===== config.mk =====
export PLATFORM = sky130hd
export DESIGN_NAME = acs_sequencer
export DESIGN_NICKNAME = d
export VERILOG_FILES = /design/src/rtl/acs_pair_decode.v /design/src/rtl/acs_sequencer.v
export VERILOG_INCLUDE_DIRS = /design/src /design/src/rtl
export SDC_FILE = /design/constraint.sdc
export NUM_CORES = 1
export LEC_CHECK = 0
export ABC_AREA = 1
export BUFFER_PORTS_ARGS = -buffer_cell sky130_fd_sc_hd__buf_2
export CORE_ASPECT_RATIO = 0.6
export CORE_MARGIN = 1.5
export CORE_UTILIZATION = 55
export DETAILED_ROUTE_END_ITERATION = 8
export PLACE_DENSITY = 0.78
export SYNTH_ARGS = -nofsm -noshare
export SYNTH_HDL_FRONTEND = slang
export SYNTH_SLANG_ARGS = --single-unit

===== constraint.sdc =====
create_clock -name sys_clk -period 3.4 [get_ports sys_clk]
set_clock_uncertainty 0.15 [all_clocks]
set_input_delay 0.34 -clock sys_clk [delete_from_list [all_inputs] [get_ports sys_clk]]
set_output_delay 0.34 -clock sys_clk [all_outputs]
set_load 0.005 [all_outputs]

===== src/rtl/acs_consts.vh =====
/*
  Constants for the converter channel sequencer: control word field
  positions, reset values, input types and negative input selector codes.
  Assumes it is included by bare name from the design files.
*/
`ifndef ACS_CONSTS_VH
`define ACS_CONSTS_VH

// Control word layout and reset value.
`define ACS_CTRL_W 12
`define ACS_CTRL_RST 12'h000
`define ACS_ADDR_HI 7
`define ACS_ADDR_LO 5
`define ACS_TYPE1_BIT 4
`define ACS_TYPE0_BIT 3
`define ACS_ALT_BIT 2
`define ACS_CYC_BIT 1

// Mask register width and reset value.
`define ACS_MASK_W 8
`define ACS_MASK_RST 8'h00

// Input types, coded {input_type_bit1, input_type_bit0}.
`define ACS_TYPE_SE 2'h0
`define ACS_TYPE_DIFF 2'h2
`define ACS_TYPE_PSD1 2'h1
`define ACS_TYPE_PSD2 2'h3

// Negative input selector codes: 0..7 analog inputs, 8 analog ground.
`define ACS_NEG_GND 4'h8
`define ACS_COMMON_NEG 4'h7

`endif


===== src/rtl/acs_pair_decode.v =====
/*
  Decodes an input type and a three-bit channel address into the
  positive and negative input selectors of the multiplexer.
  Assumes inputs and outputs stay in the sys_clk domain; outputs are
  combinational and registered by the instantiating module.
*/
`timescale 1ns/1ns
`include "acs_consts.vh"

module acs_pair_decode (
  // Selection
  input wire [1:0] in_type,
  input wire [2:0] chan,
  // Multiplexer selectors
  output reg [3:0] pos_sel,
  output reg [3:0] neg_sel
);

  // Single-ended uses ground, pairs flip the low address bit, and the
  // seven-input type refers every input to the common one.
  always @* begin
    pos_sel = {1'b0, chan};
    neg_sel = `ACS_NEG_GND;
    case (in_type)
      `ACS_TYPE_SE: neg_sel = `ACS_NEG_GND;
      `ACS_TYPE_DIFF: neg_sel = {1'b0, chan[2:1], ~chan[0]};
      `ACS_TYPE_PSD1: neg_sel = {1'b0, chan[2:1], ~chan[0]};
      `ACS_TYPE_PSD2: neg_sel = `ACS_COMMON_NEG;
      default: neg_sel = `ACS_NEG_GND;
    endcase
  end

endmodule // acs_pair_decode


===== src/rtl/acs_sequencer.v =====
/*
  Channel selection and sequencer of an eight-input converter. Holds
  the 12-bit control word and the 8-bit channel mask, written over a
  parallel bus with chip select and write strobe, and steps channels on
  each falling edge of the conversion start input.

  Control word fields: channel address in bits 7 to 5, input type in
  bits 4 and 3, alternate select in bit 2 and cycling enable in bit 1.
  The remaining bits are stored and handed on, but not decoded here.

  Sequencer modes, coded {cycling enable, alternate select}:
    00  no sequence; each trigger converts the last written address.
    01  arm the mask; the very next write lands in the channel mask and
        starts a mask sequence from its lowest selected channel.
    10  keep running; the rest of the word is updated in place.
    11  consecutive run from channel 0 up to the written address.

  Paired input types never convert the swapped orientation in a sequence, unless a keep-running
  write switches a consecutive run standing on an odd channel to a paired type: odd mask
  bits are ignored and a consecutive run steps two channels at a time.

  Timing: strobe, select and trigger cross three flops, the bus two, so a
  strobe or trigger edge acts on about the fourth sys_clk edge after it.
  The selectors follow one cycle after conv_chan_q. A trigger that is
  seen in the same cycle as a write is held for one cycle and served
  right after the write, so no conversion is lost to a collision.

  Limitations: an empty effective mask gives no conversion start, and
  address 7 in the seven-input type still selects input 7 as positive;
  the host must avoid both.

  Assumes the bus and trigger pins are asynchronous to sys_clk and are
  held stable for several sys_clk periods around each strobe edge, and
  that strobe and trigger stay low and high for at least four periods.
*/
`timescale 1ns/1ns
`include "acs_consts.vh"

module acs_sequencer (
  // Clock and reset
  input wire sys_clk,
  input wire rst_n,
  // Parallel bus pins
  input wire chip_select_n,
  input wire store_strobe_n,
  input wire [11:0] bus_data,
  // Conversion start pin
  input wire conv_trigger_n,
  // Multiplexer selection for the conversion core
  output reg [3:0] pos_sel_q,
  output reg [3:0] neg_sel_q,
  output reg [2:0] conv_chan_q,
  output reg conv_start_q,
  // State for software-visible status and the core
  output reg [11:0] ctrl_word_q,
  output reg [7:0] chan_mask_q,
  output reg seq_active_q
);

  // Sequence kinds held while running.
  localparam KIND_MASK = 1'b0;
  localparam KIND_CONSEC = 1'b1;

  // Three-stage synchronisers for control pins, two-stage for the bus; only the last stage is read.
  reg [1:0] cs_meta_q;
  reg [1:0] wr_meta_q;
  reg [1:0] cv_meta_q;
  reg [11:0] dat_meta_q;
  reg [11:0] dat_sync_q;
  reg cs_sync_q;
  reg wr_sync_q;
  reg cv_sync_q;
  reg wr_prev_q;
  reg cv_prev_q;

  // Sequencer state.
  reg mask_armed_q;
  reg seq_kind_q;
  reg [2:0] last_chan_q;
  reg [2:0] cur_chan_q;
  reg cv_pend_q;

  wire wr_rise;
  wire cv_fall;
  wire [2:0] wr_addr;
  wire wr_cyc;
  wire wr_alt;
  wire [1:0] cur_type;
  wire paired;
  wire [7:0] eff_mask;
  reg [2:0] next_chan;
  reg next_found;
  reg [2:0] first_chan;
  reg first_found;
  wire [3:0] dec_pos;
  wire [3:0] dec_neg;
  wire [3:0] consec_step;
  wire cv_take;
  integer i;

  // Control pins cross three flops and the bus two before any logic looks at them.
  always @(posedge sys_clk) begin
    if (!rst_n) begin
      cs_meta_q <= 2'h3; // Idle high, so no false edge follows reset.
      wr_meta_q <= 2'h3;
      cv_meta_q <= 2'h3;
      dat_meta_q <= 12'h000;
      dat_sync_q <= 12'h000;
      cs_sync_q <= 1'b1;
      wr_sync_q <= 1'b1;
      cv_sync_q <= 1'b1;
      wr_prev_q <= 1'b1;
      cv_prev_q <= 1'b1;
    end else begin
      cs_meta_q <= {cs_meta_q[0], chip_select_n};
      wr_meta_q <= {wr_meta_q[0], store_strobe_n};
      cv_meta_q <= {cv_meta_q[0], conv_trigger_n};
      dat_meta_q <= bus_data;
      dat_sync_q <= dat_meta_q;
      cs_sync_q <= cs_meta_q[1];
      wr_sync_q <= wr_meta_q[1];
      cv_sync_q <= cv_meta_q[1];
      wr_prev_q <= wr_sync_q;
      cv_prev_q <= cv_sync_q;
    end
  end

  // A write completes on the strobe rising edge while selected.
  assign wr_rise = wr_sync_q & ~wr_prev_q & ~cs_sync_q;
  assign cv_fall = ~cv_sync_q & cv_prev_q;
  assign wr_addr = dat_sync_q[`ACS_ADDR_HI:`ACS_ADDR_LO];
  assign wr_cyc = dat_sync_q[`ACS_CYC_BIT];
  assign wr_alt = dat_sync_q[`ACS_ALT_BIT];
  assign cur_type = {ctrl_word_q[`ACS_TYPE1_BIT],
                     ctrl_word_q[`ACS_TYPE0_BIT]};
  assign paired = (cur_type == `ACS_TYPE_DIFF) ||
                  (cur_type == `ACS_TYPE_PSD1);

  // A trigger held back by a colliding write is served one cycle late.
  assign cv_take = cv_fall | cv_pend_q;
  // Paired types step a whole pair so, from an even channel, the odd channel is never positive.
  assign consec_step = {1'b0, cur_chan_q} + (paired ? 4'h2 : 4'h1);

  // Mask bit n enables input n; paired types keep only even channels so
  // the swapped orientation is never reached.
  genvar g;
  generate
    for (g = 0; g < `ACS_MASK_W; g = g + 1) begin : g_mask
      if (g % 2 == 1) begin : g_odd
        assign eff_mask[g] = chan_mask_q[g] & ~paired;
      end else begin : g_even
        assign eff_mask[g] = chan_mask_q[g];
      end
    end
  endgenerate

  // Find the next selected channel above the current one, and the lowest
  // selected channel for the wrap. Loop from the top so the lowest wins.
  always @* begin
    next_chan = 3'h0;
    next_found = 1'b0;
    first_chan = 3'h0;
    first_found = 1'b0;
    for (i = 7; i >= 0; i = i - 1) begin
      if (eff_mask[i]) begin
        first_chan = i[2:0];
        first_found = 1'b1;
        if (i[2:0] > cur_chan_q) begin
          next_chan = i[2:0];
          next_found = 1'b1;
        end
      end
    end
  end

  // Control, mask and sequence state. A write while the mask is armed
  // goes to the mask; any other write goes to the control word.
  always @(posedge sys_clk) begin
    if (!rst_n) begin
      ctrl_word_q <= `ACS_CTRL_RST;
      chan_mask_q <= `ACS_MASK_RST;
      mask_armed_q <= 1'b0;
      seq_active_q <= 1'b0;
      seq_kind_q <= KIND_MASK;
      last_chan_q <= 3'h0;
      cur_chan_q <= 3'h7;
      conv_chan_q <= 3'h0;
      conv_start_q <= 1'b0;
      cv_pend_q <= 1'b0;
    end else begin
      conv_start_q <= 1'b0;
      cv_pend_q <= 1'b0;
      if (wr_rise && mask_armed_q) begin
        chan_mask_q <= dat_sync_q[7:0];
        cv_pend_q <= cv_take;
        mask_armed_q <= 1'b0;
        seq_active_q <= 1'b1;
        seq_kind_q <= KIND_MASK;
        cur_chan_q <= 3'h7; // Next trigger starts at the lowest bit.
      end else if (wr_rise) begin
        ctrl_word_q <= dat_sync_q;
        cv_pend_q <= cv_take;
        mask_armed_q <= ~wr_cyc & wr_alt;
        if (wr_cyc && !wr_alt) begin
          seq_active_q <= seq_active_q;
        end else if (wr_cyc && wr_alt) begin
          seq_active_q <= 1'b1;
          seq_kind_q <= KIND_CONSEC;
          last_chan_q <= wr_addr;
          cur_chan_q <= wr_addr; // Wraps to channel 0 on first trigger.
        end else begin
          seq_active_q <= 1'b0;
        end
      end else if (cv_take) begin
        conv_start_q <= 1'b1;
        if (!seq_active_q) begin
          conv_chan_q <= ctrl_word_q[`ACS_ADDR_HI:`ACS_ADDR_LO];
        end else if (seq_kind_q == KIND_CONSEC) begin
          if (consec_step > {1'b0, last_chan_q}) begin
            cur_chan_q <= 3'h0;
            conv_chan_q <= 3'h0;
          end else begin
            cur_chan_q <= consec_step[2:0];
            conv_chan_q <= consec_step[2:0];
          end
        end else if (next_found) begin
          cur_chan_q <= next_chan;
          conv_chan_q <= next_chan;
        end else begin
          cur_chan_q <= first_chan;
          conv_chan_q <= first_chan;
          conv_start_q <= first_found;
        end
      end
    end
  end

  acs_pair_decode u_dec (
    .in_type(cur_type),
    .chan(conv_chan_q),
    .pos_sel(dec_pos),
    .neg_sel(dec_neg)
  );

  // Register the multiplexer selectors so the outputs come from flops.
  always @(posedge sys_clk) begin
    if (!rst_n) begin
      pos_sel_q <= 4'h0;
      neg_sel_q <= `ACS_NEG_GND;
    end else begin
      pos_sel_q <= dec_pos;
      neg_sel_q <= dec_neg;
    end
  end

endmodule // acs_sequencer


==> results of run 1 <==
## worst max path at each step
stage	start	endpoint	slack, ns	cells past startpoint
2_1_floorplan	ctrl_word_q[3]	conv_chan_q[2]	0.53	16
3_3_place_gp	ctrl_word_q[3]	conv_chan_q[2]	0.48	16
3_5_place_dp	ctrl_word_q[3]	conv_chan_q[2]	0.40	16
4_1_cts	ctrl_word_q[3]	conv_chan_q[2]	0.37	16
5_1_grt	ctrl_word_q[3]	conv_chan_q[2]	0.13	16
6_report	ctrl_word_q[3]	conv_chan_q[2]	0.35	16
## cells in the mapped netlist, drive strengths merged
| cell type | number |
|---|---|
| nand2 | 83 |
| dfxtp | 76 |
| inv | 72 |
| nor2 | 38 |
| o21ai | 32 |
| a21oi | 25 |
| nand3 | 17 |
| or2 | 10 |
| clkbuf | 8 |
| ha | 7 |
| buf | 2 |
| a211oi | 1 |
| a221oi | 1 |
| a31oi | 1 |
| conb | 1 |
| fa | 1 |
| nand4 | 1 |
| nor3 | 1 |
| o21a | 1 |
| o41ai | 1 |
| xor2 | 1 |
## state kept, by name, indices dropped and copies added (netlist names), 3 cells and up
register     count
ctrl_word_q     12
dat_meta_q      12
dat_sync_q      12
chan_mask_q      8
neg_sel_q        4
conv_chan_q      3
cur_chan_q       3
last_chan_q      3
pos_sel_q        3
## per-stage QoR
step / instances / area [um2] / util, % / hold slack (ns)
after floorplan: 380 / 2930 / - / 0.240
after global placement: 486 / 3230 / 63.2 / 0.241
after detailed placement: 486 / 3230 / 63.2 / 0.248
after CTS: 500 / 3400 / 66.7 / 0.0167
after global routing: 500 / 3400 / 66.7 / 0.000333
final: 500 / 3400 / 66.7 / 0.0294
## final cells by class
type	count	area, um2
clock buffers	9	124
fillers	457	1700
inverters	72	270
repair buffers	50	255
multi-input cells	222	1100
clock inverters	5	55.1
well taps	66	82.6
flip-flops and latches	76	1520
## power by group
part,internal (uW),switching [uW]
logic,18.0,27.6
clock network,328,310
registers,908,7.15
## worst max-delay path, stage by stage, from the launching register on
cell	delay, ns
sky130_fd_sc_hd__dfxtp_1	0.35
sky130_fd_sc_hd__inv_1	0.08
sky130_fd_sc_hd__ha_1	0.32
sky130_fd_sc_hd__inv_2	0.10
sky130_fd_sc_hd__ha_1	0.22
sky130_fd_sc_hd__fa_1	0.40
sky130_fd_sc_hd__xor2_1	0.21
sky130_fd_sc_hd__ha_1	0.30
sky130_fd_sc_hd__a21oi_1	0.15
sky130_fd_sc_hd__o21ai_0	0.09
sky130_fd_sc_hd__nand2_1	0.09
sky130_fd_sc_hd__nand2_1	0.05
sky130_fd_sc_hd__nor2_1	0.12
sky130_fd_sc_hd__nand2_1	0.07
sky130_fd_sc_hd__o21ai_1	0.13
sky130_fd_sc_hd__o21ai_1	0.08
sky130_fd_sc_hd__o21ai_1	0.07
## layer usage
metal | track usage, % | vias up | share of wire, %
met5 | 4.27 | - | 0
met4 | 5.92 | 0 | 0.98
met3 | 8.61 | 9 | 9.0
met2 | 33.3 | 92 | 39
met1 | 33.8 | 1061 | 51
li1 | - | 1266 | -
## cell families (layout without fill, tap and decap cells)
kind of cell	after synthesis	in the layout	synth area share (%)
simple gates	150	150	22.1
buf+inv	82	136	10.7
flops	76	76	51.9
compound gates	62	62	11.2
fa+ha+maj	8	8	3.67
other cells	1	1	0.128
xor+xnor	1	1	0.299
==> load_flow_metrics.sql, run 1 <==
INSERT INTO impl_metrics (metric_group, metric, value, unit) VALUES
('outcome', 'run_status', 'finished clean', ''),
('routing', 'via_density_per_instance', '4.86', ''),
('cts', 'tritoncts_num_sinks', '76', ''),
('placement', 'globalplace.congestion', '0.924', ''),
('worst_setup_path', 'worst-path-max-fanout', '5', ''),
('cts', 'path_clk_slew', '0.07', 'ns'),
('floorplan', 'floorplan.io_pins', '50', ''),
('synth', 'mappedNetlistArea', '2930', 'um2'),
('power', 'peak_supply_drop', '0.000260', 'V'),
('worst_setup_path', 'cp-start-kind', 'flop', ''),
('synth', 'post-synth-top-area-fraction', '51.9', '%'),
('routing', 'firstDrtPassIters', '5', ''),
('hold_path', 'source_of_the_worst_hold_timing_path', 'bus_data[1]', ''),
('hold_path', 'hold_path.class', 'input pin to flop', ''),
('grt', 'antenna_violations_before_repair', '0', ''),
('worst_setup_path', 'worst_r2r_startpoint', 'ctrl_word_q[3]', ''),
('layout', 'drive_above_1_share', '20.5', '%'),
('worst_setup_path', 'worstPathArrival', '3.18', 'ns'),
('synth', 'synthesis.instances', '380', ''),
('cts', 'clock_tree.buffer_depth', '2', ''),
('worst_setup_path', 'path_class', 'flop to flop', ''),
('timing', 'final.period_utilization', '89.7', '%'),
('routing', 'drtIter0Drc', '173', ''),
('synth', 'seq_area_frac_synth', '51.9', '%'),
('grt', 'grt_pass1_vias', '2162', ''),
('worst_setup_path', 'crit_required', '3.52', 'ns'),
('timing', 'rsz_0062_raised_after_global_routing', 'false', ''),
('grt', 'grt_first_pass_wirelength', '10.4', 'mm'),
('layout', 'syn2layout_area_growth', '16.2', '%'),
('cts', 'number_of_buffers_added_to_fix_hold_violations_after_cts', '0', ''),
('placement', 'dp_hpwl', '4.67', 'mm'),
('power', 'power.leakage', '0.00184', 'uW'),
('hold_path', 'min_to', 'dat_meta_q[1]', ''),
('cts', 'postCtsResizedCells', '0', ''),
('layout', 'final_common_cell', 'sky130_fd_sc_hd__nand2_1', ''),
('power', 'power_per_standard_cell_area', '469', 'nW/um2'),
('cts', 'cts-buffers-inserted', '9', ''),
('grt', 'gr-total-overflow', '0', ''),
('floorplan', 'die_x', '97.2', 'um'),
('worst_setup_path', 'worstRegToRegCells', '16', ''),
('timing', 'setup_viol', '0', ''),
('timing', 'max_freq', '0.328', 'GHz'),
('cts', 'cts.repair_timing.setup_buffer_count', '0', ''),
('grt', 'grt_use_total', '23.6', '%'),
('synth', 'yosys.area.top_type', 'sky130_fd_sc_hd__dfxtp_1', ''),
('placement', 'dp_worst_setup_slack', '0.397', 'ns'),
('routing', 'num_vias', '2428', ''),
('worst_setup_path', 'critical_path.endpoint_type', 'flop', ''),
('floorplan', 'initial_core_util', '57.4', '%'),
('placement', 'io_buffer_count', '48', ''),
('synth', 'postSynthAreaPerCell', '7.71', 'um2'),
('routing', 'antenna_left', '0', ''),
('timing', 'final_period_minus_worst_setup_slack', '3.05', 'ns'),
('layout', 'finalNetCount', '456', ''),
('floorplan', 'die_area', '5790', 'um2'),
('floorplan', 'die_h', '59.5', 'um'),
('job', 'max_cap_viol_count', '0', ''),
('worst_setup_path', 'r2r_slack', '0.35', 'ns'),
('routing', 'post-route-drc-count', '0', ''),
('synth', 'synth_cell_types', '29', ''),
('synth', 'synthTopCellsByArea', 'sky130_fd_sc_hd__dfxtp_1 (52%), sky130_fd_sc_hd__nand2_1 (10%), sky130_fd_sc_hd__inv_1 (8.7%), sky130_fd_sc_hd__nor2_1 (4.2%), sky130_fd_sc_hd__a21oi_1 (4.1%)', ''),
('timing', 'final_setup_margin', '0.350', 'ns'),
('timing', 'final.setup.tns', '0', 'ns'),
('timing', 'final_report_hold_violation_count', '0', ''),
('cts', 'worst_skew_pair.late_latency', '0.34', 'ns'),
('power', 'fin_total_pwr', '1600', 'uW'),
('synth', 'synth-warning-count', '0', ''),
('worst_setup_path', 'rr_endpoint', 'conv_chan_q[2]', ''),
('synth', 'number_of_flip_flops_and_latches_in_the_synthesized_netlist', '76', ''),
('synth', 'syn_nets', '405', ''),
('layout', 'most_used_cells_in_the_layout_excluding_fill_and_tap_cells', 'sky130_fd_sc_hd__nand2_1 (78), sky130_fd_sc_hd__dfxtp_1 (76), sky130_fd_sc_hd__inv_1 (68)', ''),
('timing', 'maxSlewViolCount', '0', ''),
('cts', 'cts_tree', 'yes', ''),
('layout', 'n_antenna_cell', '0', ''),
('hold_path', 'hold_path_depth', '3', ''),
('grt', 'grt_start_max_net_pins', '51', ''),
('cts', 'cts-htree-levels', '3', ''),
('routing', 'routed_wl', '6.31', 'mm'),
('floorplan', 'row_count', '20', ''),
('floorplan', 'core_region_area', '5100', 'um2'),
('routing', 'drt-wirelength-per-cell', '12.6', 'um'),
('cts', 'clock_tree.root_cell', 'sky130_fd_sc_hd__clkbuf_8', '');
(Power assumes the default switching activity.)
==> run 2, diff against run 1 <==
==> constraint.sdc (replaced) <==
create_clock -name sys_clk -period 3.7 [get_ports sys_clk]
set_clock_uncertainty 0.15 [all_clocks]
set_input_delay 0.37 -clock sys_clk [delete_from_list [all_inputs] [get_ports sys_clk]]
set_output_delay 0.37 -clock sys_clk [all_outputs]
set_load 0.005 [all_outputs]
==> run 2 against run 1 <==
  * Power is 1.9% lower
  * Global-route usage is 0.18 points higher
  * Flip-flop and latch count stayed put
  * Critical path depth stayed put
  * Combinational power is 7.7% lower
  * Critical endpoint unchanged
  * Largest cell class unchanged
==> load_flow_metrics.sql, run 2 (synthesis gave the netlist of run 1 again) <==
INSERT INTO impl_metrics (metric_group, metric, value, unit) VALUES
('outcome', 'run_status', 'finished clean', ''),
('hold_path', 'hold_path_depth', '3', ''),
('timing', 'rsz_0062_raised_after_global_routing', 'false', ''),
('timing', 'final.period_utilization', '88.2', '%'),
('routing', 'firstDrtPassIters', '4', ''),
('worst_setup_path', 'critical_path.endpoint_type', 'flop', ''),
('hold_path', 'hold_path.class', 'input pin to flop', ''),
('floorplan', 'die_area', '5790', 'um2'),
('cts', 'path_clk_slew', '0.08', 'ns'),
('cts', 'number_of_buffers_added_to_fix_hold_violations_after_cts', '0', ''),
('cts', 'tritoncts_num_sinks', '76', ''),
('placement', 'dpl-instance-area', '3220', 'um2'),
('layout', 'most_used_cells_in_the_layout_excluding_fill_and_tap_cells', 'sky130_fd_sc_hd__nand2_1 (78), sky130_fd_sc_hd__dfxtp_1 (76), sky130_fd_sc_hd__inv_1 (68)', ''),
('cts', 'cts-htree-levels', '3', ''),
('placement', 'dp_hpwl', '4.58', 'mm'),
('routing', 'post-route-drc-count', '0', ''),
('grt', 'grt_first_pass_wirelength', '10.4', 'mm'),
('worst_setup_path', 'worst_r2r_startpoint', 'ctrl_word_q[3]', ''),
('grt', 'grt.busiest_layer', 'met2', ''),
('routing', 'num_vias', '2405', ''),
('grt', 'antenna_violations_before_repair', '0', ''),
('routing', 'antenna_left', '0', ''),
('timing', 'final_report_hold_violation_count', '0', ''),
('timing', 'max_freq', '0.307', 'GHz'),
('worst_setup_path', 'r2r_slack', '0.44', 'ns'),
('worst_setup_path', 'worst-path-buf-inv', '2', ''),
('cts', 'cts.repair_timing.setup_buffer_count', '0', ''),
('grt', 'grt_use_total', '23.7', '%'),
('grt', 'grt_pass1_vias', '2196', ''),
('worst_setup_path', 'worstPathArrival', '3.39', 'ns'),
('routing', 'via_density_per_instance', '4.80', ''),
('timing', 'final_period_minus_worst_setup_slack', '3.26', 'ns'),
('timing', 'maxSlewViolCount', '0', ''),
('layout', 'drive_above_1_share', '20.2', '%'),
('layout', 'syn2layout_area_growth', '17.2', '%'),
('power', 'power_per_standard_cell_area', '456', 'nW/um2'),
('power', 'peak_supply_drop', '0.000271', 'V'),
('worst_setup_path', 'slowest_delay', '0.47', 'ns'),
('floorplan', 'row_count', '20', ''),
('hold_path', 'min_to', 'dat_meta_q[4]', ''),
('worst_setup_path', 'path_class', 'flop to flop', ''),
('routing', 'routed_wl', '6.26', 'mm'),
('routing', 'drt-wirelength-per-cell', '12.5', 'um'),
('layout', 'final_common_cell', 'sky130_fd_sc_hd__nand2_1', ''),
('cts', 'clock_tree.root_cell', 'sky130_fd_sc_hd__clkbuf_8', ''),
('floorplan', 'die_h', '59.5', 'um'),
('floorplan', 'initial_core_util', '57.4', '%'),
('placement', 'io_buffer_count', '48', ''),
('cts', 'cts_tree', 'yes', ''),
('worst_setup_path', 'worstRegToRegCells', '16', ''),
('floorplan', 'die_x', '97.2', 'um'),
('layout', 'layout.filler_cells', '433', ''),
('job', 'max_cap_viol_count', '0', ''),
('timing', 'final.setup.tns', '0', 'ns'),
('worst_setup_path', 'cp-start-kind', 'flop', ''),
('layout', 'post-route-cell-area', '3430', 'um2'),
('grt', 'grt.met1_usage', '33.0', '%'),
('cts', 'clock_tree.buffer_depth', '2', ''),
('grt', 'grt_start_max_net_pins', '51', ''),
('worst_setup_path', 'worst-path-max-fanout', '7', ''),
('power', 'power.leakage', '0.00186', 'uW'),
('layout', 'n_antenna_cell', '0', ''),
('worst_setup_path', 'worst_path_dominant_cell_family', 'adder cells', ''),
('grt', 'gr-total-overflow', '0', ''),
('grt', 'met3_layer_usage_reported_by_global_route', '9.79', '%'),
('layout', 'finalNetCount', '455', ''),
('cts', 'cts-buffers-inserted', '9', ''),
('hold_path', 'source_of_the_worst_hold_timing_path', 'bus_data[4]', ''),
('timing', 'setup_viol', '0', ''),
('worst_setup_path', 'crit_path_cell_trace', 'inv_1, ha_1, inv_2, ha_1, fa_1, xor2_1, ha_1, a21oi_1, o21ai_0, nand2_1, nand2_1, nor2_1, nand2_1, o21ai_1, o21ai_1, o21ai_1', ''),
('grt', 'global_route.usage.met2', '34.3', '%'),
('worst_setup_path', 'critical_path.slowest_cell', 'sky130_fd_sc_hd__ha_1', ''),
('layout', 'multi_input_comb_area', '1100', 'um2'),
('layout', 'reg.largest.list', 'ctrl_word_q: 12 flops, dat_meta_q: 12 flops, dat_sync_q: 12 flops', ''),
('floorplan', 'floorplan.io_pins', '50', ''),
('worst_setup_path', 'rr_endpoint', 'conv_chan_q[2]', ''),
('worst_setup_path', 'crit_required', '3.83', 'ns'),
('routing', 'drtIter0Drc', '178', ''),
('cts', 'worst_skew_pair.late_latency', '0.35', 'ns'),
('layout', 'regArea', '1520', 'um2'),
('placement', 'globalplace.congestion', '0.915', ''),
('floorplan', 'core_region_area', '5100', 'um2'),
('cts', 'postCtsResizedCells', '0', '');
==> run 2: changes by cell type in the layout (fill, tap and decap cells not counted) <==
cell,before,now
sky130_fd_sc_hd__bufinv_16,1,2
sky130_fd_sc_hd__buf_4,2,1
sky130_fd_sc_hd__inv_6,0,1
sky130_fd_sc_hd__clkinv_4,0,1
sky130_fd_sc_hd__clkinv_2,2,0
sky130_fd_sc_hd__clkinvlp_4,2,1
sky130_fd_sc_hd__clkbuf_1,0,2
==> run 2: area by class of cell <==
cell class,count,area share [%]
inverter,72,7.87
timing repair buffer,49,7.21
tap,66,2.40
sequential,76,44.3
multi-input combinational,222,31.9
clock buffer,11,3.83
clock inverter,5,2.48
==> run 2: where the power goes <==
group | total [uW] | switching, uW | internal [uW]
Sequential | 840 | 6.26 | 834
Clock | 685 | 301 | 384
Combinational | 42.1 | 25.6 | 16.5
==> run 2: worst max-delay path by stage <==
| stage | endpoint | slack, ns | depth (start not counted) | start |
|---|---|---|---|---|
| finish | conv_chan_q[2] | 0.44 | 16 | ctrl_word_q[3] |
| global route | conv_chan_q[2] | 0.09 | 16 | ctrl_word_q[3] |
| CTS | conv_chan_q[2] | 0.44 | 16 | ctrl_word_q[3] |
| detailed placement | conv_chan_q[2] | 0.45 | 16 | ctrl_word_q[3] |
| global placement | conv_chan_q[2] | 0.57 | 16 | ctrl_word_q[3] |
| floorplan | conv_chan_q[2] | 0.83 | 16 | ctrl_word_q[3] |
==> run 2: worst reg2reg max path, delay by kind of cell, from the launching register on <==
family / cells / cell delay, ns
xor+xnor: 1 / 0.22
flops: 1 / 0.36
buf+inv: 2 / 0.22
simple gates: 4 / 0.34
compound gates: 5 / 0.52
fa+ha+maj: 4 / 1.41
==> run 2: routing by layer <==
layer	part of all wire, %	vias to the layer above
met3	10	11
met2	39	95
met4	1.1	0
met5	0	-
met1	49	1035
li1	-	1264
==> run 2: per-stage QoR <==
stage	setup WS [ns]	util [%]	power, uW	hold WS (ns)	instances
after floorplan	0.830	-	885	0.240	380
after global placement	0.570	63.0	900	0.243	485
after detailed placement	0.455	63.0	902	0.246	485
after CTS	0.435	67.3	1580	0.0342	501
after global routing	0.0897	67.3	1620	0.0385	501
final	0.437	67.3	1570	0.0495	501
